## config.mk

```make
export PLATFORM = sky130hd
export DESIGN_NAME = rstc_top
export DESIGN_NICKNAME = d
export VERILOG_FILES = /design/src/inc/rstc_pkg.sv /design/src/inc/rstc_wdt_if.sv /design/src/logic/rstc_wdt.sv /design/src/logic/rstc_top.sv
export SDC_FILE = /design/constraint.sdc
export NUM_CORES = 1
export LEC_CHECK = 0
export ABC_AREA = 1
export CAP_MARGIN = 20
export CORE_MARGIN = 3
export CORE_UTILIZATION = 45
export DETAILED_ROUTE_END_ITERATION = 6
export DONT_BUFFER_PORTS = 1
export SETUP_SLACK_MARGIN = 0.1
export SLEW_MARGIN = 5
export SYNTH_ARGS = -nofsm -noshare
export SYNTH_HDL_FRONTEND = slang
export SYNTH_SLANG_ARGS = --single-unit
```

## constraint.sdc

```tcl
create_clock -name aclk -period 1.8 [get_ports aclk]
set_input_delay 0.27 -clock aclk [delete_from_list [all_inputs] [get_ports aclk]]
set_output_delay 0.27 -clock aclk [all_outputs]
set_load 0.1 [all_outputs]
```

## src/inc/rstc_pkg.sv

```systemverilog
// constants, register map and state type for the reset source and cause block
`default_nettype none
package rstc_pkg;
    // register byte offsets
    localparam logic [7:0]  OFS_CAUSE     = 8'h00;
    localparam logic [7:0]  OFS_WDT_KEY   = 8'h04;
    localparam logic [7:0]  OFS_CORE_CTRL = 8'h08;
    localparam logic [7:0]  OFS_WDT_MATCH = 8'h0c;
    localparam logic [7:0]  OFS_WDT_SVC   = 8'h10;
    localparam logic [7:0]  OFS_WDT_COUNT = 8'h14;
    localparam logic [7:0]  OFS_INT_STAT  = 8'h18;
    localparam logic [7:0]  OFS_INT_MASK  = 8'h1c;
    localparam logic [7:0]  OFS_STATUS    = 8'h20;
    // field positions
    localparam int          CAUSE_WDT_BIT   = 0;
    localparam int          CAUSE_SOFT_BIT  = 1;
    localparam int          CAUSE_PROT_BIT  = 2;
    localparam int          RST_REQ_BIT     = 2;
    localparam int          INT_WARN_BIT    = 0;
    localparam int          INT_BOOT_BIT    = 1;
    // keys
    localparam logic [31:0] WDOG_OFF_KEY    = 32'haced8865;
    localparam logic [15:0] CORE_CTRL_KEY   = 16'ha05f;
    localparam logic [3:0]  STRB_ALL        = 4'hf;
    // reset values
    localparam logic [15:0] WDT_MATCH_RST   = 16'h1000;
    localparam logic        WDT_EN_RST      = 1'h1;
    localparam logic [2:0]  CAUSE_RST       = 3'h0;
    localparam logic [1:0]  INT_RST         = 2'h0;
    localparam logic [1:0]  SYNC_SV_RST     = 2'h0;
    localparam logic [1:0]  SYNC_BO_RST     = 2'h3;
    localparam logic [1:0]  SYNC_XR_RST     = 2'h0;
    // timing
    localparam int          CLK_PERIOD_NS   = 8;
    localparam int          RESET_HOLD_NS   = 1000;
    localparam int          RESET_HOLD_CYC  =
        (RESET_HOLD_NS + CLK_PERIOD_NS - 1) / CLK_PERIOD_NS;
    localparam logic [7:0]  HOLD_LAST       = 8'(RESET_HOLD_CYC - 1);
    // bus answers
    localparam logic [1:0]  RESP_OKAY       = 2'h0;
    localparam logic [1:0]  RESP_SLVERR     = 2'h2;

    typedef enum logic [1:0] {ST_COLD, ST_HOLD, ST_RUN} rstc_state_t;
endpackage
`default_nettype wire

```

## src/inc/rstc_wdt_if.sv

```systemverilog
// link between the reset controller and its watchdog counter
`timescale 1ns/100ps
`default_nettype none
interface rstc_wdt_if;
    logic        enable;
    logic        run;
    logic        service;
    logic [15:0] match_val;
    logic [15:0] count;
    logic        expire;
    logic        warn;

    modport ctl (output enable, run, service, match_val, input count, expire, warn);
    modport wdt (input enable, run, service, match_val, output count, expire, warn);
endinterface
`default_nettype wire

```

## src/logic/rstc_wdt.sv

```systemverilog
// watchdog counter: expires when not serviced before the match count
`timescale 1ns/100ps
`default_nettype none
module rstc_wdt
(
    // clock and reset
    input  wire logic aclk,
    input  wire logic aresetn,
    // controller side
    rstc_wdt_if.wdt   wif
);
    typedef struct packed {
        logic [15:0] count;
        logic        expire;
        logic        warn;
    } rstc_wdt_regs_t;

    rstc_wdt_regs_t s_q;
    rstc_wdt_regs_t s_d;
    logic [15:0]    nxt;

    always_comb
    begin
        s_d        = s_q;
        s_d.expire = 1'h0;
        s_d.warn   = 1'h0;
        nxt        = s_q.count + 16'h1;
        if (!aresetn || !wif.run || !wif.enable || wif.service)
        begin
            s_d.count = 16'h0;
        end
        else if (s_q.count >= wif.match_val)
        begin
            s_d.expire = 1'h1;
            s_d.count  = 16'h0;
        end
        else
        begin
            s_d.count = nxt;
            // early warning halfway, so firmware can still service
            s_d.warn  = (nxt == {1'h0, wif.match_val[15:1]});
        end
    end

    always_ff @(posedge aclk)
    begin
        s_q <= s_d;
    end

    assign wif.count  = s_q.count;
    assign wif.expire = s_q.expire;
    assign wif.warn   = s_q.warn;
endmodule // rstc_wdt
`default_nettype wire

```

## src/logic/rstc_top.sv

```systemverilog
// reset source combiner with sticky cause flags and an axi4-lite register port
// Contract
// - watchdog expiry issues system reset; watchdog enabled after every reset
// - only key 0xACED8865 in the disable key register turns the watchdog off
// - watchdog reset sets watchdog cause flag, kept through other warm resets
// - writing key A05F with the request bit set triggers software reset
// - software reset sets software cause flag, kept through other warm resets
// - a protection violation resets the device
// - protection reset sets protection cause flag, kept through warm resets
// - external reset pin active low; low resets, high has no effect
// - device held in reset while pin low, boots normally after release
// - power-on, brownout, external resets set no flag and clear all flags
// - power-on reset holds device in reset until supply valid
// - brownout reset whenever supply monitor reports low, in every mode
`timescale 1ns/100ps
`default_nettype none
module rstc_top
(
    // clock and reset
    input  wire logic        aclk,
    input  wire logic        aresetn,
    // axi4-lite write address
    input  wire logic [7:0]  awaddr,
    input  wire logic        awvalid,
    output wire logic        awready,
    // axi4-lite write data
    input  wire logic [31:0] wdata,
    input  wire logic [3:0]  wstrb,
    input  wire logic        wvalid,
    output wire logic        wready,
    // axi4-lite write response
    output wire logic [1:0]  bresp,
    output wire logic        bvalid,
    input  wire logic        bready,
    // axi4-lite read address
    input  wire logic [7:0]  araddr,
    input  wire logic        arvalid,
    output wire logic        arready,
    // axi4-lite read data
    output wire logic [31:0] rdata,
    output wire logic [1:0]  rresp,
    output wire logic        rvalid,
    input  wire logic        rready,
    // reset sources
    input  wire logic        supply_valid,
    input  wire logic        brownout_reset,
    input  wire logic        external_reset_n,
    input  wire logic        protection_violation_reset,
    // results
    output wire logic        sys_reset_n,
    output wire logic        irq
);
    typedef struct packed {
        logic [1:0]           sv_sync;
        logic [1:0]           bo_sync;
        logic [1:0]           xr_sync;
        rstc_pkg::rstc_state_t state;
        logic [7:0]           hold_cnt;
        logic                 sys_rst_n;
        logic [2:0]           cause;
        logic                 wdt_en;
        logic [15:0]          wdt_match;
        logic                 wdt_svc;
        logic [1:0]           int_stat;
        logic [1:0]           int_mask;
        logic                 irq;
        logic                 aw_have;
        logic                 w_have;
        logic [7:0]           aw_addr;
        logic [31:0]          w_data;
        logic [3:0]           w_strb;
        logic                 awready;
        logic                 wready;
        logic                 bvalid;
        logic [1:0]           bresp;
        logic                 arready;
        logic                 rvalid;
        logic [31:0]          rdata;
        logic [1:0]           rresp;
    } rstc_regs_t;

    rstc_regs_t  s_q;
    rstc_regs_t  s_d;
    rstc_wdt_if  wif ();

    logic        cold;
    logic        wr_fire;
    logic        wr_full;
    logic        soft_hit;
    logic        prot_hit;
    logic        warm;
    logic [2:0]  cause_set;
    logic [31:0] match_mrg;
    logic [31:0] mask_mrg;

    // byte-lane merge for partially strobed writes
    function automatic logic [31:0] merge_bytes
    (
        input logic [31:0] old_v,
        input logic [31:0] new_v,
        input logic [3:0]  strb
    );
        logic [31:0] r;
        r = old_v;
        for (int i = 0; i < 4; i++)
        begin
            if (strb[i])
            begin
                r[8*i +: 8] = new_v[8*i +: 8];
            end
        end
        return r;
    endfunction

    function automatic logic is_wr
    (
        input logic [7:0] a,
        input logic [7:0] ofs
    );
        return (a == ofs);
    endfunction

    rstc_wdt rstc_wdt_i
    (
        .aclk    (aclk),
        .aresetn (aresetn),
        .wif     (wif)
    );

    assign wif.enable    = s_q.wdt_en;
    assign wif.run       = (s_q.state == rstc_pkg::ST_RUN);
    assign wif.service   = s_q.wdt_svc;
    assign wif.match_val = s_q.wdt_match;

    always_comb
    begin
        s_d = s_q;

        // two-stage synchronisers on the asynchronous sources
        s_d.sv_sync = {s_q.sv_sync[0], supply_valid};
        s_d.bo_sync = {s_q.bo_sync[0], brownout_reset};
        s_d.xr_sync = {s_q.xr_sync[0], external_reset_n};

        cold = !s_q.sv_sync[1] || s_q.bo_sync[1] || !s_q.xr_sync[1];

        // write channel capture, either order
        if (awvalid && s_q.awready)
        begin
            s_d.aw_have = 1'h1;
            s_d.aw_addr = awaddr;
            s_d.awready = 1'h0;
        end
        if (wvalid && s_q.wready)
        begin
            s_d.w_have = 1'h1;
            s_d.w_data = wdata;
            s_d.w_strb = wstrb;
            s_d.wready = 1'h0;
        end

        wr_fire   = s_q.aw_have && s_q.w_have && !s_q.bvalid;
        wr_full   = (s_q.w_strb == rstc_pkg::STRB_ALL);
        match_mrg = merge_bytes({16'h0, s_q.wdt_match}, s_q.w_data, s_q.w_strb);
        mask_mrg  = merge_bytes({30'h0, s_q.int_mask}, s_q.w_data, s_q.w_strb);
        s_d.wdt_svc = 1'h0;
        soft_hit  = 1'h0;

        if (wr_fire)
        begin
            s_d.aw_have = 1'h0;
            s_d.w_have  = 1'h0;
            s_d.bvalid  = 1'h1;
            s_d.bresp   = rstc_pkg::RESP_OKAY;
            case (s_q.aw_addr)
                rstc_pkg::OFS_CAUSE:
                begin
                    if (s_q.w_strb[0])
                    begin
                        s_d.cause = s_q.cause & ~s_q.w_data[2:0];
                    end
                end
                rstc_pkg::OFS_WDT_KEY:
                begin
                    if (wr_full)
                    begin
                        s_d.wdt_en = (s_q.w_data != rstc_pkg::WDOG_OFF_KEY);
                    end
                end
                rstc_pkg::OFS_CORE_CTRL:
                begin
                    soft_hit = wr_full
                        && (s_q.w_data[31:16] == rstc_pkg::CORE_CTRL_KEY)
                        && s_q.w_data[rstc_pkg::RST_REQ_BIT];
                end
                rstc_pkg::OFS_WDT_MATCH:
                begin
                    s_d.wdt_match = match_mrg[15:0];
                end
                rstc_pkg::OFS_WDT_SVC:
                begin
                    s_d.wdt_svc = 1'h1;
                end
                rstc_pkg::OFS_INT_STAT:
                begin
                    if (s_q.w_strb[0])
                    begin
                        s_d.int_stat = s_q.int_stat & ~s_q.w_data[1:0];
                    end
                end
                rstc_pkg::OFS_INT_MASK:
                begin
                    s_d.int_mask = mask_mrg[1:0];
                end
                rstc_pkg::OFS_WDT_COUNT, rstc_pkg::OFS_STATUS:
                begin
                    s_d.bresp = rstc_pkg::RESP_OKAY;
                end
                default:
                begin
                    s_d.bresp = rstc_pkg::RESP_SLVERR;
                end
            endcase
        end
        if (s_q.bvalid && bready)
        begin
            s_d.bvalid  = 1'h0;
            s_d.awready = 1'h1;
            s_d.wready  = 1'h1;
        end

        // read channel, one outstanding
        if (arvalid && s_q.arready)
        begin
            s_d.arready = 1'h0;
            s_d.rvalid  = 1'h1;
            s_d.rresp   = rstc_pkg::RESP_OKAY;
            case (araddr)
                rstc_pkg::OFS_CAUSE:     s_d.rdata = {29'h0, s_q.cause};
                rstc_pkg::OFS_WDT_KEY:   s_d.rdata = 32'h0;
                rstc_pkg::OFS_CORE_CTRL: s_d.rdata = 32'h0;
                rstc_pkg::OFS_WDT_MATCH: s_d.rdata = {16'h0, s_q.wdt_match};
                rstc_pkg::OFS_WDT_SVC:   s_d.rdata = 32'h0;
                rstc_pkg::OFS_WDT_COUNT: s_d.rdata = {16'h0, wif.count};
                rstc_pkg::OFS_INT_STAT:  s_d.rdata = {30'h0, s_q.int_stat};
                rstc_pkg::OFS_INT_MASK:  s_d.rdata = {30'h0, s_q.int_mask};
                rstc_pkg::OFS_STATUS:    s_d.rdata = {29'h0, s_q.state, s_q.wdt_en};
                default:
                begin
                    s_d.rdata = 32'h0;
                    s_d.rresp = rstc_pkg::RESP_SLVERR;
                end
            endcase
        end
        if (s_q.rvalid && rready)
        begin
            s_d.rvalid  = 1'h0;
            s_d.arready = 1'h1;
        end

        prot_hit = protection_violation_reset;
        cause_set = 3'h0;
        cause_set[rstc_pkg::CAUSE_WDT_BIT]  = wif.expire;
        cause_set[rstc_pkg::CAUSE_SOFT_BIT] = soft_hit;
        cause_set[rstc_pkg::CAUSE_PROT_BIT] = prot_hit;
        warm = (s_q.state == rstc_pkg::ST_RUN) && (|cause_set);

        if (s_q.wdt_en && wif.warn)
        begin
            s_d.int_stat[rstc_pkg::INT_WARN_BIT] = 1'h1;
        end

        // reset sequencer
        case (s_q.state)
            rstc_pkg::ST_COLD:
            begin
                s_d.sys_rst_n = 1'h0;
                s_d.hold_cnt  = 8'h0;
                s_d.state     = rstc_pkg::ST_HOLD;
            end
            rstc_pkg::ST_HOLD:
            begin
                s_d.sys_rst_n = 1'h0;
                s_d.hold_cnt  = s_q.hold_cnt + 8'h1;
                if (s_q.hold_cnt == rstc_pkg::HOLD_LAST)
                begin
                    s_d.state     = rstc_pkg::ST_RUN;
                    s_d.sys_rst_n = 1'h1;
                    s_d.int_stat[rstc_pkg::INT_BOOT_BIT] = 1'h1;
                end
            end
            rstc_pkg::ST_RUN:
            begin
                if (warm)
                begin
                    // warm reset, cause kept, flags survive
                    s_d.state     = rstc_pkg::ST_HOLD;
                    s_d.sys_rst_n = 1'h0;
                    s_d.hold_cnt  = 8'h0;
                    s_d.cause     = s_d.cause | cause_set;
                end
            end
            default:
            begin
                s_d.state     = rstc_pkg::ST_COLD;
                s_d.sys_rst_n = 1'h0;
            end
        endcase

        // watchdog back to defaults during any reset
        if (s_d.state != rstc_pkg::ST_RUN)
        begin
            s_d.wdt_en    = rstc_pkg::WDT_EN_RST;
            s_d.wdt_match = rstc_pkg::WDT_MATCH_RST;
        end

        if (cold)
        begin
            s_d.state     = rstc_pkg::ST_COLD;
            s_d.sys_rst_n = 1'h0;
            s_d.cause     = rstc_pkg::CAUSE_RST;
        end

        s_d.irq = |(s_d.int_stat & s_d.int_mask);

        if (!aresetn)
        begin
            s_d.sv_sync   = rstc_pkg::SYNC_SV_RST;
            s_d.bo_sync   = rstc_pkg::SYNC_BO_RST;
            s_d.xr_sync   = rstc_pkg::SYNC_XR_RST;
            s_d.state     = rstc_pkg::ST_COLD;
            s_d.hold_cnt  = 8'h0;
            s_d.sys_rst_n = 1'h0;
            s_d.cause     = rstc_pkg::CAUSE_RST;
            s_d.wdt_en    = rstc_pkg::WDT_EN_RST;
            s_d.wdt_match = rstc_pkg::WDT_MATCH_RST;
            s_d.wdt_svc   = 1'h0;
            s_d.int_stat  = rstc_pkg::INT_RST;
            s_d.int_mask  = rstc_pkg::INT_RST;
            s_d.irq       = 1'h0;
            s_d.aw_have   = 1'h0;
            s_d.w_have    = 1'h0;
            s_d.aw_addr   = 8'h0;
            s_d.w_data    = 32'h0;
            s_d.w_strb    = 4'h0;
            s_d.awready   = 1'h1;
            s_d.wready    = 1'h1;
            s_d.bvalid    = 1'h0;
            s_d.bresp     = rstc_pkg::RESP_OKAY;
            s_d.arready   = 1'h1;
            s_d.rvalid    = 1'h0;
            s_d.rdata     = 32'h0;
            s_d.rresp     = rstc_pkg::RESP_OKAY;
        end
    end

    always_ff @(posedge aclk)
    begin
        s_q <= s_d;
    end

    assign awready     = s_q.awready;
    assign wready      = s_q.wready;
    assign bvalid      = s_q.bvalid;
    assign bresp       = s_q.bresp;
    assign arready     = s_q.arready;
    assign rvalid      = s_q.rvalid;
    assign rdata       = s_q.rdata;
    assign rresp       = s_q.rresp;
    assign sys_reset_n = s_q.sys_rst_n;
    assign irq         = s_q.irq;
endmodule // rstc_top
`default_nettype wire

```

# Yosys cells after proc, flatten, opt, wreduce, memory -nomap -nowiden
# Index checks and enable logic that the tools add are counted.
[totals]
rom_bits = 0
ramBits = 0
elab_cells = 135
output_inout_bits = 43
ff_bits = 148
mem_count = 0
latchBits = 0
[op_classes]
magnitude_cmp = 1
n_reduce_logical = 41
n_addsub = 2
div = 0
mux = 29
eq_ne = 25
bitwise = 7
n_shift = 0
n_mul = 0
[op_table]
columns = ["operator", "count"]
rows = [
  ["one-hot mux 16 bit (6 select lines)", 1],
  ["equality test 8 x 5 -> 1 bit (second input constant)", 8],
  ["equality test 8 x 4 -> 1 bit (second input constant)", 4],
  ["!= test 32 bit (second input constant)", 1],
  ["2-to-1 mux 25 bit", 1],
  ["one-hot mux 8 bit (3 select lines)", 1],
  ["OR reduction 9 bit", 2],
  ["adder 16 x 1 -> 16 bit (second input constant)", 1],
  ["equality test 16 x 15 -> 1 bit", 1],
  ["equality test 16 bit (second input constant)", 1],
  ["equality test 8 x 3 -> 1 bit (second input constant)", 2],
  ["equality test 8 x 6 -> 1 bit (second input constant)", 2],
  [">= comparator 16 bit", 1],
  ["zero test 8 bit", 2],
  ["2-to-1 mux 16 bit", 1],
  ["2-to-1 mux 8 bit", 2],
  ["2-to-1 mux 14 bit", 1],
  ["2-to-1 mux 2 bit", 7],
  ["OR reduction 2 bit", 7],
  ["logical AND 1 bit", 11],
  ["2-to-1 mux 1 bit", 10],
  ["2-to-1 mux 3 bit", 3],
  ["AND reduction 3 bit", 3],
  ["adder 8 x 1 -> 8 bit (second input constant)", 1],
  ["19 further kinds", 31],
]

# Depth between registers and ports, before layout
# Gate-level depths: netlist of the first run.
[logic_depth]
word_depth = 11
mapped_depth = 13
mapped_depth_nobuf = 13

# Modules after synthesis
# Synthesis of the first run repeated with hierarchy kept, for this count alone.
[hier_totals]
cells_unflattened = 960
area_unflattened_um2 = 6700.2
[by_module_without_submodules]
columns = ["mod", "seq_area_each_um2", "instances", "area_each_um2", "cells_each"]
rows = [
  ["rstc_top", 2242.2, 1, 5129.9, 710],
  ["rstc_wdt", 360.3, 1, 1570.3, 250],
]

# Least setup slack after synthesis of the first run
# Ideal clock, no wire load.
[synth_timing]
path_type = "register to register"
start = "register s_q (netlist bit arready)"
end = "register s_q (netlist bit rdata[15])"
path_stages_with_launch = 6
path_buffers = 1
slack_ps = -247
arrival_ps = 1976
period_less_slack_ps = 2047
path_cell_list = "dfxtp_1 > nand2_1 > clkinv_1 > clkbuf_1 > nand2_1 > a21oi_1"
[synth_between]
elab_chain_len = 1
[synth_rtl]
columns = ["element", "line", "source"]
rows = [
  ["start, declared", "rstc_top.sv:82", "rstc_regs_t s_q;"],
  ["start signal, assigned", "rstc_top.sv:358", "s_q <= s_d;"],
  ["logical AND 1 bit", "rstc_top.sv:232", "if (arvalid && s_q.arready)"],
]
# No other way between the ends.
# A chain may end at the register's enable or synchronous reset.

# Worst setup path in the final report of the first run
[layout_timing]
start = "register s_q (netlist bit wif.match_val[11])"
end = "register rstc_wdt_i.s_q (netlist bit rstc_wdt_i.wif.count[12])"
[layout_between]
elab_chain_len = 2
[layout_rtl]
columns = ["element", "line", "source"]
rows = [
  [">= comparator 16 bit", "rstc_wdt.sv:32", "else if (s_q.count >= wif.match_val)"],
  ["OR reduction 2 bit (no source line)", "--", ""],
  ["end signal, assigned", "rstc_wdt.sv:47", "s_q <= s_d;"],
  ["end, declared", "rstc_wdt.sv:18", "rstc_wdt_regs_t s_q;"],
]
# No other way between the ends.

==> results.ini, run 1 <==
[yosys]
yosys.area.top_type=dfxtp_1
synth_cell_types=44
synth.area.top_cells=dfxtp_1 (40%), nand2_1 (11%), nor2_1 (8.0%)
syn-cell-area_um2=6580
yosys.area.top_type_share=0.395
async_flop_share=0
synthFlopType=dfxtp_1
synthCells=951
ys.warnings.count=0
synth-edff-count=0
syn_avg_cell_area_um2=6.92
ys_seq_area_frac=0.395
synth-seq-cells=130

[detailed_routing]
wire_per_inst_um=14.4
drc=0
num_vias=6297
wirelength_um=17800
dr.pass1.iters=5
drt_iter0_markers=474
detail-route-antenna-nets=0
via_per_inst=5.09

[floorplan]
die_w_um=127
io_pins=106
die_area_um2=16100
start_util=0.467
rows=43
fp.coreArea_um2=14100
die_y_um=127

[layout]
finalNonFillerCells=1238
antenna_cells=0
final_layout_size_suffix_gt1_frac=0.249
nNetsFinal=1131
n_fill_cell=1314
area_delta_synth_final_pct=29.0

[critical_path]
crit_top_cell=a21oi_2
critPathKind=reg -> reg
cp.arrival_ns=2.10
crit_fanout=6
cpMaxStageDelayCell=dfxtp_1
critPathBufInv=3
cp-start-kind=flip-flop
critPathMaxStageDelay_ns=0.33
path_delay_family=compound AO/OA/AOI/OAI gates
critPathRequiredTime_ns=2.17
cp_cell_sequence=inv_1 > ha_1 > a21oi_2 > o21ai_2 > a21oi_2 > nand4_1 > buf_6 > clkbuf_16 > nor2_1
cp-end-kind=flip-flop

[sta]
finalSetupViolCount=0
fmax_mhz=576
hold_viol=0
rsz0062_at_grt=yes
whs_ns=0.00715
worst_slack_ns=0.0629
slew_headroom=0.515
worst_pin_slew_ns=0.727
drv_slew=0
period_share=0.965
period_needed_ns=1.74
fin_worst_skew_ns=0.00969

[cts]
htreeDepth=4
clockRootBuffer=clkbuf_16
cts_max_path_buffers=2
clk_latency_ns=0.43
cts_tree=built
cts_sinks=130
cts.clk_slew.worst_paths_ns=0.06
cts_buffers=17

[power]
power.density_nw_per_um2=837
ir_drop_uv=791
totalPowerFinal_uw=7110
leakagePower_uw=0.00343

[placed_design]
hpwl_um=12300
gp_congestion=0.877
port_buffers=0
post-place-ws_ns=-0.0869
placed_cells=1178

[hold_path]
hp-class=in -> reg

[global_route]
antenna_found_initial=2
track_usage=0.217
grt_overflow=0
grt_pass1_vias=5629
grt_pass1_wl_um=27900
grt_max_degree=52

[flow_run]
cap_viol_max_count=0

[outcome]
status=finished clean

-- Yosys cell counts (2+ instances only) --
cell type	number
nand2_1	199
nor2_1	140
dfxtp_1	130
inv_1	109
o21ai_0	81
a21oi_1	66
nand3_1	46
buf_4	37
ha_1	23
clkbuf_1	20
nand4_1	17
o22ai_1	16
nor3_1	12
nor2_2	10
buf_2	5
nor2_4	5
nor4_1	4
or2_2	3
a31oi_1	2
o21a_1	2
-- per-stage QoR --
stage / setup TNS, ns / util / cell area (um2)
2_1_floorplan: 0 / - / 6650
3_3_place_gp: -0.0676 / 0.512 / 7210
3_5_place_dp: -0.0869 / 0.512 / 7210
4_1_cts: 0 / 0.563 / 7930
5_1_grt: -0.288 / 0.603 / 8490
6_report: 0 / 0.603 / 8490
-- report_power, final --
group / switching (uW) / total (uW) / internal (uW)
Clock: 1380 / 3340 / 1960
Sequential: 69.4 / 3050 / 2990
Combinational: 543 / 714 / 171
Total: 1990 / 7110 / 5110
-- cell type report --
| cell class | instances | area (um2) | share of cell area |
|---|---|---|---|
| sequential | 130 | 2650 | 0.312 |
| timing repair buffer | 120 | 1000 | 0.118 |
| tap | 180 | 225 | 0.0265 |
| clock inverter | 13 | 128 | 0.0150 |
| multi-input combinational | 665 | 3630 | 0.428 |
| clock buffer | 19 | 443 | 0.0522 |
| inverter | 111 | 417 | 0.0491 |
-- worst register-to-register path, delay by kind of cell, from the launching register on --
family,cells,cell delay [ns]
compound gates,3,0.42
flops,1,0.33
simple gates,2,0.25
fa+ha+maj,1,0.30
buf+inv,3,0.38
-- cell usage in the layout, fill, tap and decap left out, drive strengths merged, types with 14 or more instances in the layout --
cell	netlist	layout
nand2	201	202
o21ai	82	82
a21oi	67	67
buf	43	109
nand4	18	18
clkbuf	20	20
ha	23	23
dfxtp	130	130
nand3	46	46
conb	1	18
nor3	14	14
nor2	155	155
inv	110	114
o22ai	16	16
-- timing repair --
| item | in CTS | in global routing |
|---|---|---|
| gates cloned | 0 | 3 |
| setup buffers | 1 | 13 |
| setup endpoints to repair | 29 | 45 |
| hold buffers | 10 | 0 |
| hold endpoints to repair | 38 | 0 |
| gates resized for setup | 16 | 110 |
| pin swaps | 2 | 25 |
-- per-layer routing --
metal  wire, um  track usage  up-vias  share of wire
li1           -            -     3230              -
met1       8270        0.299     2854           0.46
met2       7910        0.328      182           0.44
met3       1350       0.0648       27          0.076
met4        268       0.0650        4          0.015
met5         22            0        -         0.0012
-- path summary, 6_finish.rpt --
kind	startpoint	endpoint	slack (ns)	cells past startpoint
max	wif.match_val[11]$_SDFFE_PP0P_	rstc_wdt_i.wif.count[12]$_SDFF_PP0_	0.06	9
min	awaddr[6]	s_q[83]$_SDFFE_PN0P_	0.007	2
max reg2reg	wif.match_val[11]$_SDFFE_PP0P_	rstc_wdt_i.wif.count[12]$_SDFF_PP0_	0.06	9
min reg2reg	s_q[124]$_SDFF_PN0_	s_q[125]$_SDFF_PN0_	0.41	2
-- flip-flops by register name, summed over array words and instances, names as in the netlist --
signal,count
arready,1
awready,1
bresp,1
bvalid,1
irq,1
rdata,16
rresp,1
rstc_wdt_i.wif.count,16
rstc_wdt_i.wif.expire,1
rstc_wdt_i.wif.warn,1
rvalid,1
s_q,69
sys_reset_n,1
wif.enable,1
wif.match_val,16
wif.service,1
wready,1
-- cells by family (layout without fill, tap and decap cells) --
kind of cell / Yosys count / in the layout / synth area share
simple gates: 444 / 445 / 0.290
buf+inv: 174 / 263 / 0.122
other cells: 1 / 18 / 0.000570
compound gates: 176 / 176 / 0.144
mux: 2 / 2 / 0.00323
flops: 130 / 130 / 0.395
xor+xnor: 1 / 1 / 0.00133
fa+ha+maj: 23 / 23 / 0.0437
(Power assumes the default switching activity.)
==> run 2: changes to the inputs <==
--- a/config.mk
+++ b/config.mk
@@ -5,7 +5,6 @@
 export SDC_FILE = /design/constraint.sdc
 export NUM_CORES = 1
 export LEC_CHECK = 0
-export ABC_AREA = 1
 export CAP_MARGIN = 20
 export CORE_MARGIN = 3
 export CORE_UTILIZATION = 45
==> run 2 against run 1 <==
Compared with the run above:
- the flow now finishes with violations (negative setup slack)
- register-to-register slack got worse by 0.46 ns
- wire length up 2.3%
- sequential power about the same
- via count fell by 3.5%
- utilization up 4.3 points
- design area rose by 7.1%
- non-clock buffer count up 73
- hold slack improved by 0.0021 ns
- critical endpoint is now rstc_wdt_i.wif.warn$_SDFF_PP0_
- largest power group unchanged
==> results.ini, run 2 <==
[outcome]
status=finished with violations
violations=negative setup slack

[yosys]
synthCells=782  ; -18%
synthFlopType=dfxtp_1
ys_seq_area_frac=0.396  ; +0.000678
synth-edff-count=0  ; unchanged
yosys.area.top_type=dfxtp_1
synth_most_common_cell=dfxtp_1
synth-seq-cells=130  ; unchanged
yosys.area.top_type_share=0.396  ; +0.000678
syn-cell-area_um2=6570  ; -0.17%
synth_cell_types=71  ; +61%
async_flop_share=0  ; unchanged
syn_avg_cell_area_um2=8.40  ; +21%
synth.area.top_cells=dfxtp_1 (40%), nand2_1 (6.8%), a21boi_0 (5.4%)
synth_common_cells=dfxtp_1 (130), nand2_1 (119), nor2_1 (66)
ys.warnings.count=0  ; unchanged

[global_route]
grt_util_met3=0.0505  ; -0.0143
grt_pass1_wl_um=29200  ; +4.3%
grt_max_degree=69  ; +33%
use_met2=0.351  ; +0.0227
grt_overflow=0  ; unchanged
top_usage_layer=met2
grt_pass1_vias=5898  ; +4.8%
antenna_found_initial=0  ; -2
met1_usage=0.312  ; +0.0130
track_usage=0.225  ; +0.00770

[sta]
fin_worst_skew_ns=0.00921  ; -0.000487 ns
rsz0062_at_grt=yes
tns_ns=-6.10  ; -6.10 ns
period_needed_ns=2.20  ; +0.461 ns
finalSetupViolCount=45  ; +45
worst_pin_slew_ns=0.836  ; +0.109 ns
slew_headroom=0.441  ; -0.0740
period_share=1.22  ; +0.256
worst_slack_ns=-0.398  ; -0.461 ns
hold_viol=0  ; unchanged
fmax_mhz=455  ; -21%
drv_slew=0  ; unchanged

[detailed_routing]
detail-route-antenna-nets=0  ; unchanged
wire_per_inst_um=16.2  ; +12%
num_vias=6074  ; -3.5%
wirelength_um=18200  ; +2.3%
via_per_inst=5.39  ; +6.0%
dr.pass1.iters=5  ; unchanged
drc=0  ; unchanged
drt_iter0_markers=391  ; -18%

[floorplan]
start_util=0.466  ; -0.000799
die_area_um2=16100  ; -0.17%
die_y_um=127  ; about the same
io_pins=106  ; unchanged
rows=43  ; unchanged
die_w_um=127  ; about the same
fp.coreArea_um2=14100  ; unchanged

[critical_path]
crit_fanout=2  ; -4
cp-start-kind=flip-flop
cp-end-kind=flip-flop
rr_worst_depth=8  ; -1
ff2ff_setup_slack_ns=-0.40  ; -0.46 ns
r2r-start=rstc_wdt_i.wif.count[3]$_SDFF_PP0_
cp.arrival_ns=2.52  ; +0.42 ns
critPathKind=reg -> reg
r2r-end=rstc_wdt_i.wif.warn$_SDFF_PP0_
critPathRequiredTime_ns=2.13  ; -0.04 ns

[placed_design]
placed_cells=1054  ; -11%
gp_congestion=0.946  ; +7.8%
port_buffers=0  ; unchanged
hpwl_um=13200  ; +7.7%

[layout]
final_layout_size_suffix_gt1_frac=0.290  ; +0.0418
final_cell_mix=buf_4 (147), nand2_1 (119), dfxtp_1 (114)
area_delta_synth_final_pct=38.4
layout_commonest_cell=buf_4
fin_util=0.645  ; +0.0427
largest_register=s_q
layout.area.seq_um2=2630  ; -0.80%
n_fill_cell=1159  ; -12%
antenna_cells=0  ; unchanged
finalNonFillerCells=1127  ; -9.0%
largest_reg_flops=69  ; unchanged
multiInputGateArea_um2=3870  ; +6.6%
nNetsFinal=1020  ; -9.8%

[cts]
cts_max_path_buffers=2  ; unchanged
clk_latency_ns=0.42  ; about the same
clockRootBuffer=clkbuf_16
cts.clk_slew.worst_paths_ns=0.06  ; about the same
cts_buffers=17  ; unchanged
cts_tree=built
htreeDepth=4  ; unchanged
cts_sinks=130  ; unchanged

[power]
power.density_nw_per_um2=840  ; +0.34%
ir_drop_uv=663  ; -16%
leakagePower_uw=0.00356  ; +3.8%

[flow_run]
cap_viol_max_count=0  ; unchanged

[hold_path]
hold-path-endpoint=s_q[56]$_SDFFE_PN0P_
hp-class=in -> reg
hp-start=wdata[11]
hold_depth=2  ; unchanged

## run 2: cell count changes after synthesis, moves of 18 or more
cell	delta
a21boi_0	+47
a21oi_1	-44
inv_1	-81
nand2_1	-80
nand3_1	-19
nor2_1	-74
o21ai_0	-55
xnor2_1	+18
## run 2: how the worst max path moves through the flow
stage	startpoint	end	slack, ns
final	rstc_wdt_i.wif.count[3]$_SDFF_PP0_	rstc_wdt_i.wif.warn$_SDFF_PP0_	-0.40
after global routing	rstc_wdt_i.wif.count[1]$_SDFF_PP0_	rstc_wdt_i.wif.warn$_SDFF_PP0_	-0.52
after CTS	rstc_wdt_i.wif.count[1]$_SDFF_PP0_	rstc_wdt_i.wif.warn$_SDFF_PP0_	-0.39
after detailed placement	rstc_wdt_i.wif.count[1]$_SDFF_PP0_	rstc_wdt_i.wif.warn$_SDFF_PP0_	-0.41
after global placement	rstc_wdt_i.wif.count[1]$_SDFF_PP0_	rstc_wdt_i.wif.warn$_SDFF_PP0_	-0.41
after floorplan	bvalid$_SDFFE_PP0P_	s_q[118]$_SDFFE_PN0P_	-0.21
## run 2: stage by stage
| stage | worst slack (ns) | total power, uW | hold WS, ns | area (um2) |
|---|---|---|---|---|
| floorplan | -0.212 | 3820 | 0.363 | 6770 |
| global placement | -0.414 | 3870 | 0.358 | 7700 |
| detailed placement | -0.409 | 3890 | 0.357 | 7700 |
| CTS | -0.386 | 7680 | 0.000292 | 8820 |
| global route | -0.522 | 7880 | 0.00677 | 9090 |
| finish | -0.398 | 7640 | 0.00929 | 9090 |
## run 2: kinds of logic after synthesis
family	synth area share
AND/OR/NAND/NOR	0.252
multiplexers	0.0168
XOR/XNOR	0.0333
other	0.000571
flip-flops	0.396
AO/OA/AOI/OAI	0.176
buffers and inverters	0.0819
adder cells (fa/ha/maj)	0.0438
## run 2: report_power, final
| part | total [uW] | internal [uW] | switching, uW |
|---|---|---|---|
| combinational | 863 | 242 | 621 |
| sequential | 3040 | 2980 | 58.0 |
| clock | 3740 | 2430 | 1300 |
| total | 7640 | 5660 | 1980 |
## run 2: repair_timing
| action | CTS | global route |
|---|---|---|
| gates resized for setup | 38 | 54 |
| endpoints found under the setup margin | 47 | 48 |
| gates cloned | 1 | 0 |
| endpoints found under the hold margin | 51 | 0 |
| pin swaps | 16 | 17 |
| hold buffers | 32 | 0 |
| setup buffers | 2 | 6 |
## run 2: cell type report
class	instances	share of cell area
multi-input combinational	564	0.426
sequential	130	0.289
timing repair buffer	193	0.178
clock buffer	20	0.0513
tap	180	0.0248
clock inverter	12	0.0197
inverter	28	0.0116
## run 2: layer usage
metal | part of all wire | vias up | wire length, um
li1 | - | 3003 | -
met1 | 0.47 | 2846 | 8510
met2 | 0.45 | 207 | 8180
met3 | 0.071 | 18 | 1290
met4 | 0.014 | 0 | 249
met5 | 0 | - | 0
## run 2: critical path, cell delays in order, from the launching register on
cell	delay, ns
dfxtp_2	0.33
buf_6	0.11
ha_4	0.24
a2111oi_4	0.32
o21ai_1	0.13
a311oi_2	0.29
o21ai_2	0.10
or4_1	0.42
nor4_2	0.16
==> run 3: changes to the inputs <==
--- a/config.mk
+++ b/config.mk
@@ -15,3 +15,4 @@
 export SYNTH_ARGS = -nofsm -noshare
 export SYNTH_HDL_FRONTEND = slang
 export SYNTH_SLANG_ARGS = --single-unit
+export TNS_END_PERCENT = 1
==> run 3 against run 2 <==
Compared with the run above:
- the flow still finishes with violations (negative setup slack)
- sequential power is essentially flat
- clock power shrank 9.6%
- die area is the same
- critical path depth is the same
- largest cell class unchanged
- via count shrank 1.9%
- combinational power grew 2.4%
- hold slack lost 0.0019 ns
- setup slack gained 0.034 ns
- fmax grew 1.6%
- clock skew is essentially flat
- largest power group unchanged
==> results.ini, run 3 (same netlist as run 2, synthesis figures left out) <==
[hold_path]
hp-class=in -> reg
hp-start=aresetn
hold-path-endpoint=s_q[73]$_SDFFE_PN0P_
hold_depth=1  ; -1

[sta]
tns_ns=-4.58  ; +1.53 ns
slew_headroom=0.435  ; -0.00576
worst_slack_ns=-0.364  ; +0.0343 ns
rsz0062_at_grt=yes
hold_viol=0  ; unchanged
fin_worst_skew_ns=0.00960  ; +0.000392 ns
worst_pin_slew_ns=0.845  ; +0.00861 ns
period_share=1.20  ; -0.0191
fmax_mhz=462  ; +1.6%
drv_slew=0  ; unchanged
finalSetupViolCount=43  ; -4.4%
period_needed_ns=2.16  ; -0.0343 ns

[critical_path]
rr_worst_depth=8  ; unchanged
ff2ff_setup_slack_ns=-0.36  ; +0.03 ns
critPathRequiredTime_ns=2.13  ; about the same
cp.arrival_ns=2.50  ; -0.02 ns
cp-end-kind=flip-flop
r2r-start=rstc_wdt_i.wif.count[3]$_SDFF_PP0_
critPathKind=reg -> reg
crit_fanout=3  ; +1
cp-start-kind=flip-flop
r2r-end=rstc_wdt_i.wif.warn$_SDFF_PP0_

[cts]
post-cts-setup-buffer-count=0  ; -2
cts.clk_slew.worst_paths_ns=0.06  ; about the same
cts_sinks=130  ; unchanged
cts_buffers=17  ; unchanged
htreeDepth=4  ; unchanged
cts_max_path_buffers=2  ; unchanged
cts_tree=built
clockRootBuffer=clkbuf_16
clk_latency_ns=0.42  ; about the same

[layout]
layout.area.seq_um2=2620  ; -0.29%
fin_area_um2=8770  ; -3.5%
final_cell_mix=buf_4 (150), dfxtp_1 (120), nand2_1 (119)
fin_util=0.622  ; -0.0229
final_layout_size_suffix_gt1_frac=0.248  ; -0.0420
n_fill_cell=1203  ; +3.8%
largest_reg_flops=69  ; unchanged
area_delta_synth_final_pct=33.5
antenna_cells=0  ; unchanged
multiInputGateArea_um2=3670  ; -5.2%
largest_register=s_q
layout_commonest_cell=buf_4
nNetsFinal=1019  ; -0.098%

[outcome]
status=finished with violations
violations=negative setup slack

[global_route]
grt_pass1_wl_um=29800  ; +2.1%
grt_pass1_vias=5848  ; -0.85%
grt_overflow=0  ; unchanged
grt_max_degree=40  ; -42%
track_usage=0.232  ; +0.00725
antenna_found_initial=0  ; unchanged

[detailed_routing]
via_per_inst=5.29  ; -1.8%
num_vias=5959  ; -1.9%
wirelength_um=18300  ; +0.63%
drc=0  ; unchanged
wire_per_inst_um=16.3  ; +0.72%
drt_iter0_markers=497  ; +27%
detail-route-antenna-nets=0  ; unchanged
dr.pass1.iters=5  ; unchanged

[placed_design]
gp_congestion=0.943  ; -0.25%
dpl_cell_area_um2=7650  ; -0.54%
port_buffers=0  ; unchanged
hpwl_um=13000  ; -1.4%

[floorplan]
fp.coreArea_um2=14100  ; unchanged
start_util=0.466  ; unchanged
die_y_um=127  ; unchanged
rows=43  ; unchanged
io_pins=106  ; unchanged
die_area_um2=16100  ; unchanged
die_w_um=127  ; unchanged

[power]
leakagePower_uw=0.00345  ; -3.0%
ir_drop_uv=751  ; +13%
power.density_nw_per_um2=833  ; -0.84%
totalPowerFinal_uw=7300  ; -4.4%

[flow_run]
cap_viol_max_count=0  ; unchanged

[run 3: changes by cell type in the layout (fill, tap and decap cells not counted), moves of 4 or more]
cell	change
buf_6	-5
dfxtp_1	+6
dfxtp_2	-6
dlygate4sd3_1	+4
nor2_1	+15
nor2_4	-15
[run 3: how the worst max path moves through the flow]
stage                                  startpoint                              to  slack, ns  cells past startpoint
3_3_place_gp   rstc_wdt_i.wif.count[3]$_SDFF_PP0_  rstc_wdt_i.wif.warn$_SDFF_PP0_      -0.35                      8
6_report       rstc_wdt_i.wif.count[3]$_SDFF_PP0_  rstc_wdt_i.wif.warn$_SDFF_PP0_      -0.36                      8
2_1_floorplan       wif.match_val[3]$_SDFFE_PP0P_  rstc_wdt_i.wif.warn$_SDFF_PP0_      -0.22                      8
3_5_place_dp   rstc_wdt_i.wif.count[3]$_SDFF_PP0_  rstc_wdt_i.wif.warn$_SDFF_PP0_      -0.41                      8
5_1_grt        rstc_wdt_i.wif.count[3]$_SDFF_PP0_  rstc_wdt_i.wif.warn$_SDFF_PP0_      -0.47                      8
4_1_cts        rstc_wdt_i.wif.count[3]$_SDFF_PP0_  rstc_wdt_i.wif.warn$_SDFF_PP0_      -0.37                      8
[run 3: final cells by class]
| type | instances | area share |
|---|---|---|
| clock buffers | 20 | 0.0509 |
| clock inverters | 12 | 0.0151 |
| inverters | 28 | 0.0120 |
| multi-input cells | 564 | 0.419 |
| flip-flops and latches | 130 | 0.298 |
| well taps | 180 | 0.0257 |
| repair buffers | 192 | 0.179 |
[run 3: what timing repair did]
item	in CTS	in global routing
pin swaps	4	9
gates resized for setup	13	25
setup endpoints to repair	48	53
hold buffers	37	0
endpoints found under the hold margin	51	0
[run 3: per-stage QoR]
stage | hold slack [ns] | setup slack [ns] | cells
after floorplan | 0.370 | -0.222 | 799
after global placement | 0.359 | -0.354 | 1057
after detailed placement | 0.359 | -0.412 | 1057
after CTS | 0.000226 | -0.372 | 1126
after global routing | 0.00596 | -0.467 | 1126
final | 0.00738 | -0.364 | 1126
[run 3: critical path, stage by stage, from the launching register on]
cell and delay, ns:
dfxtp_2 0.34, buf_6 0.12, ha_4 0.24, a2111oi_4 0.36
o21ai_2 0.10, a311oi_2 0.27, o21ai_2 0.09, or4_1 0.42
nor4_2 0.13
[run 3: where the power goes]
group | internal [uW] | leakage, uW | switching [uW]
Sequential | 2980 | 0.00107 | 60.5
Clock | 2080 | 0.000276 | 1300
Combinational | 250 | 0.00211 | 634
[run 3: metal layers]
metal,global-route usage,routed length [um],vias to the layer above
met3,0.0459,1040,19
met1,0.327,9060,2752
li1,-,-,2995
met5,0,0,-
met2,0.360,7990,193
met4,0.0688,262,0
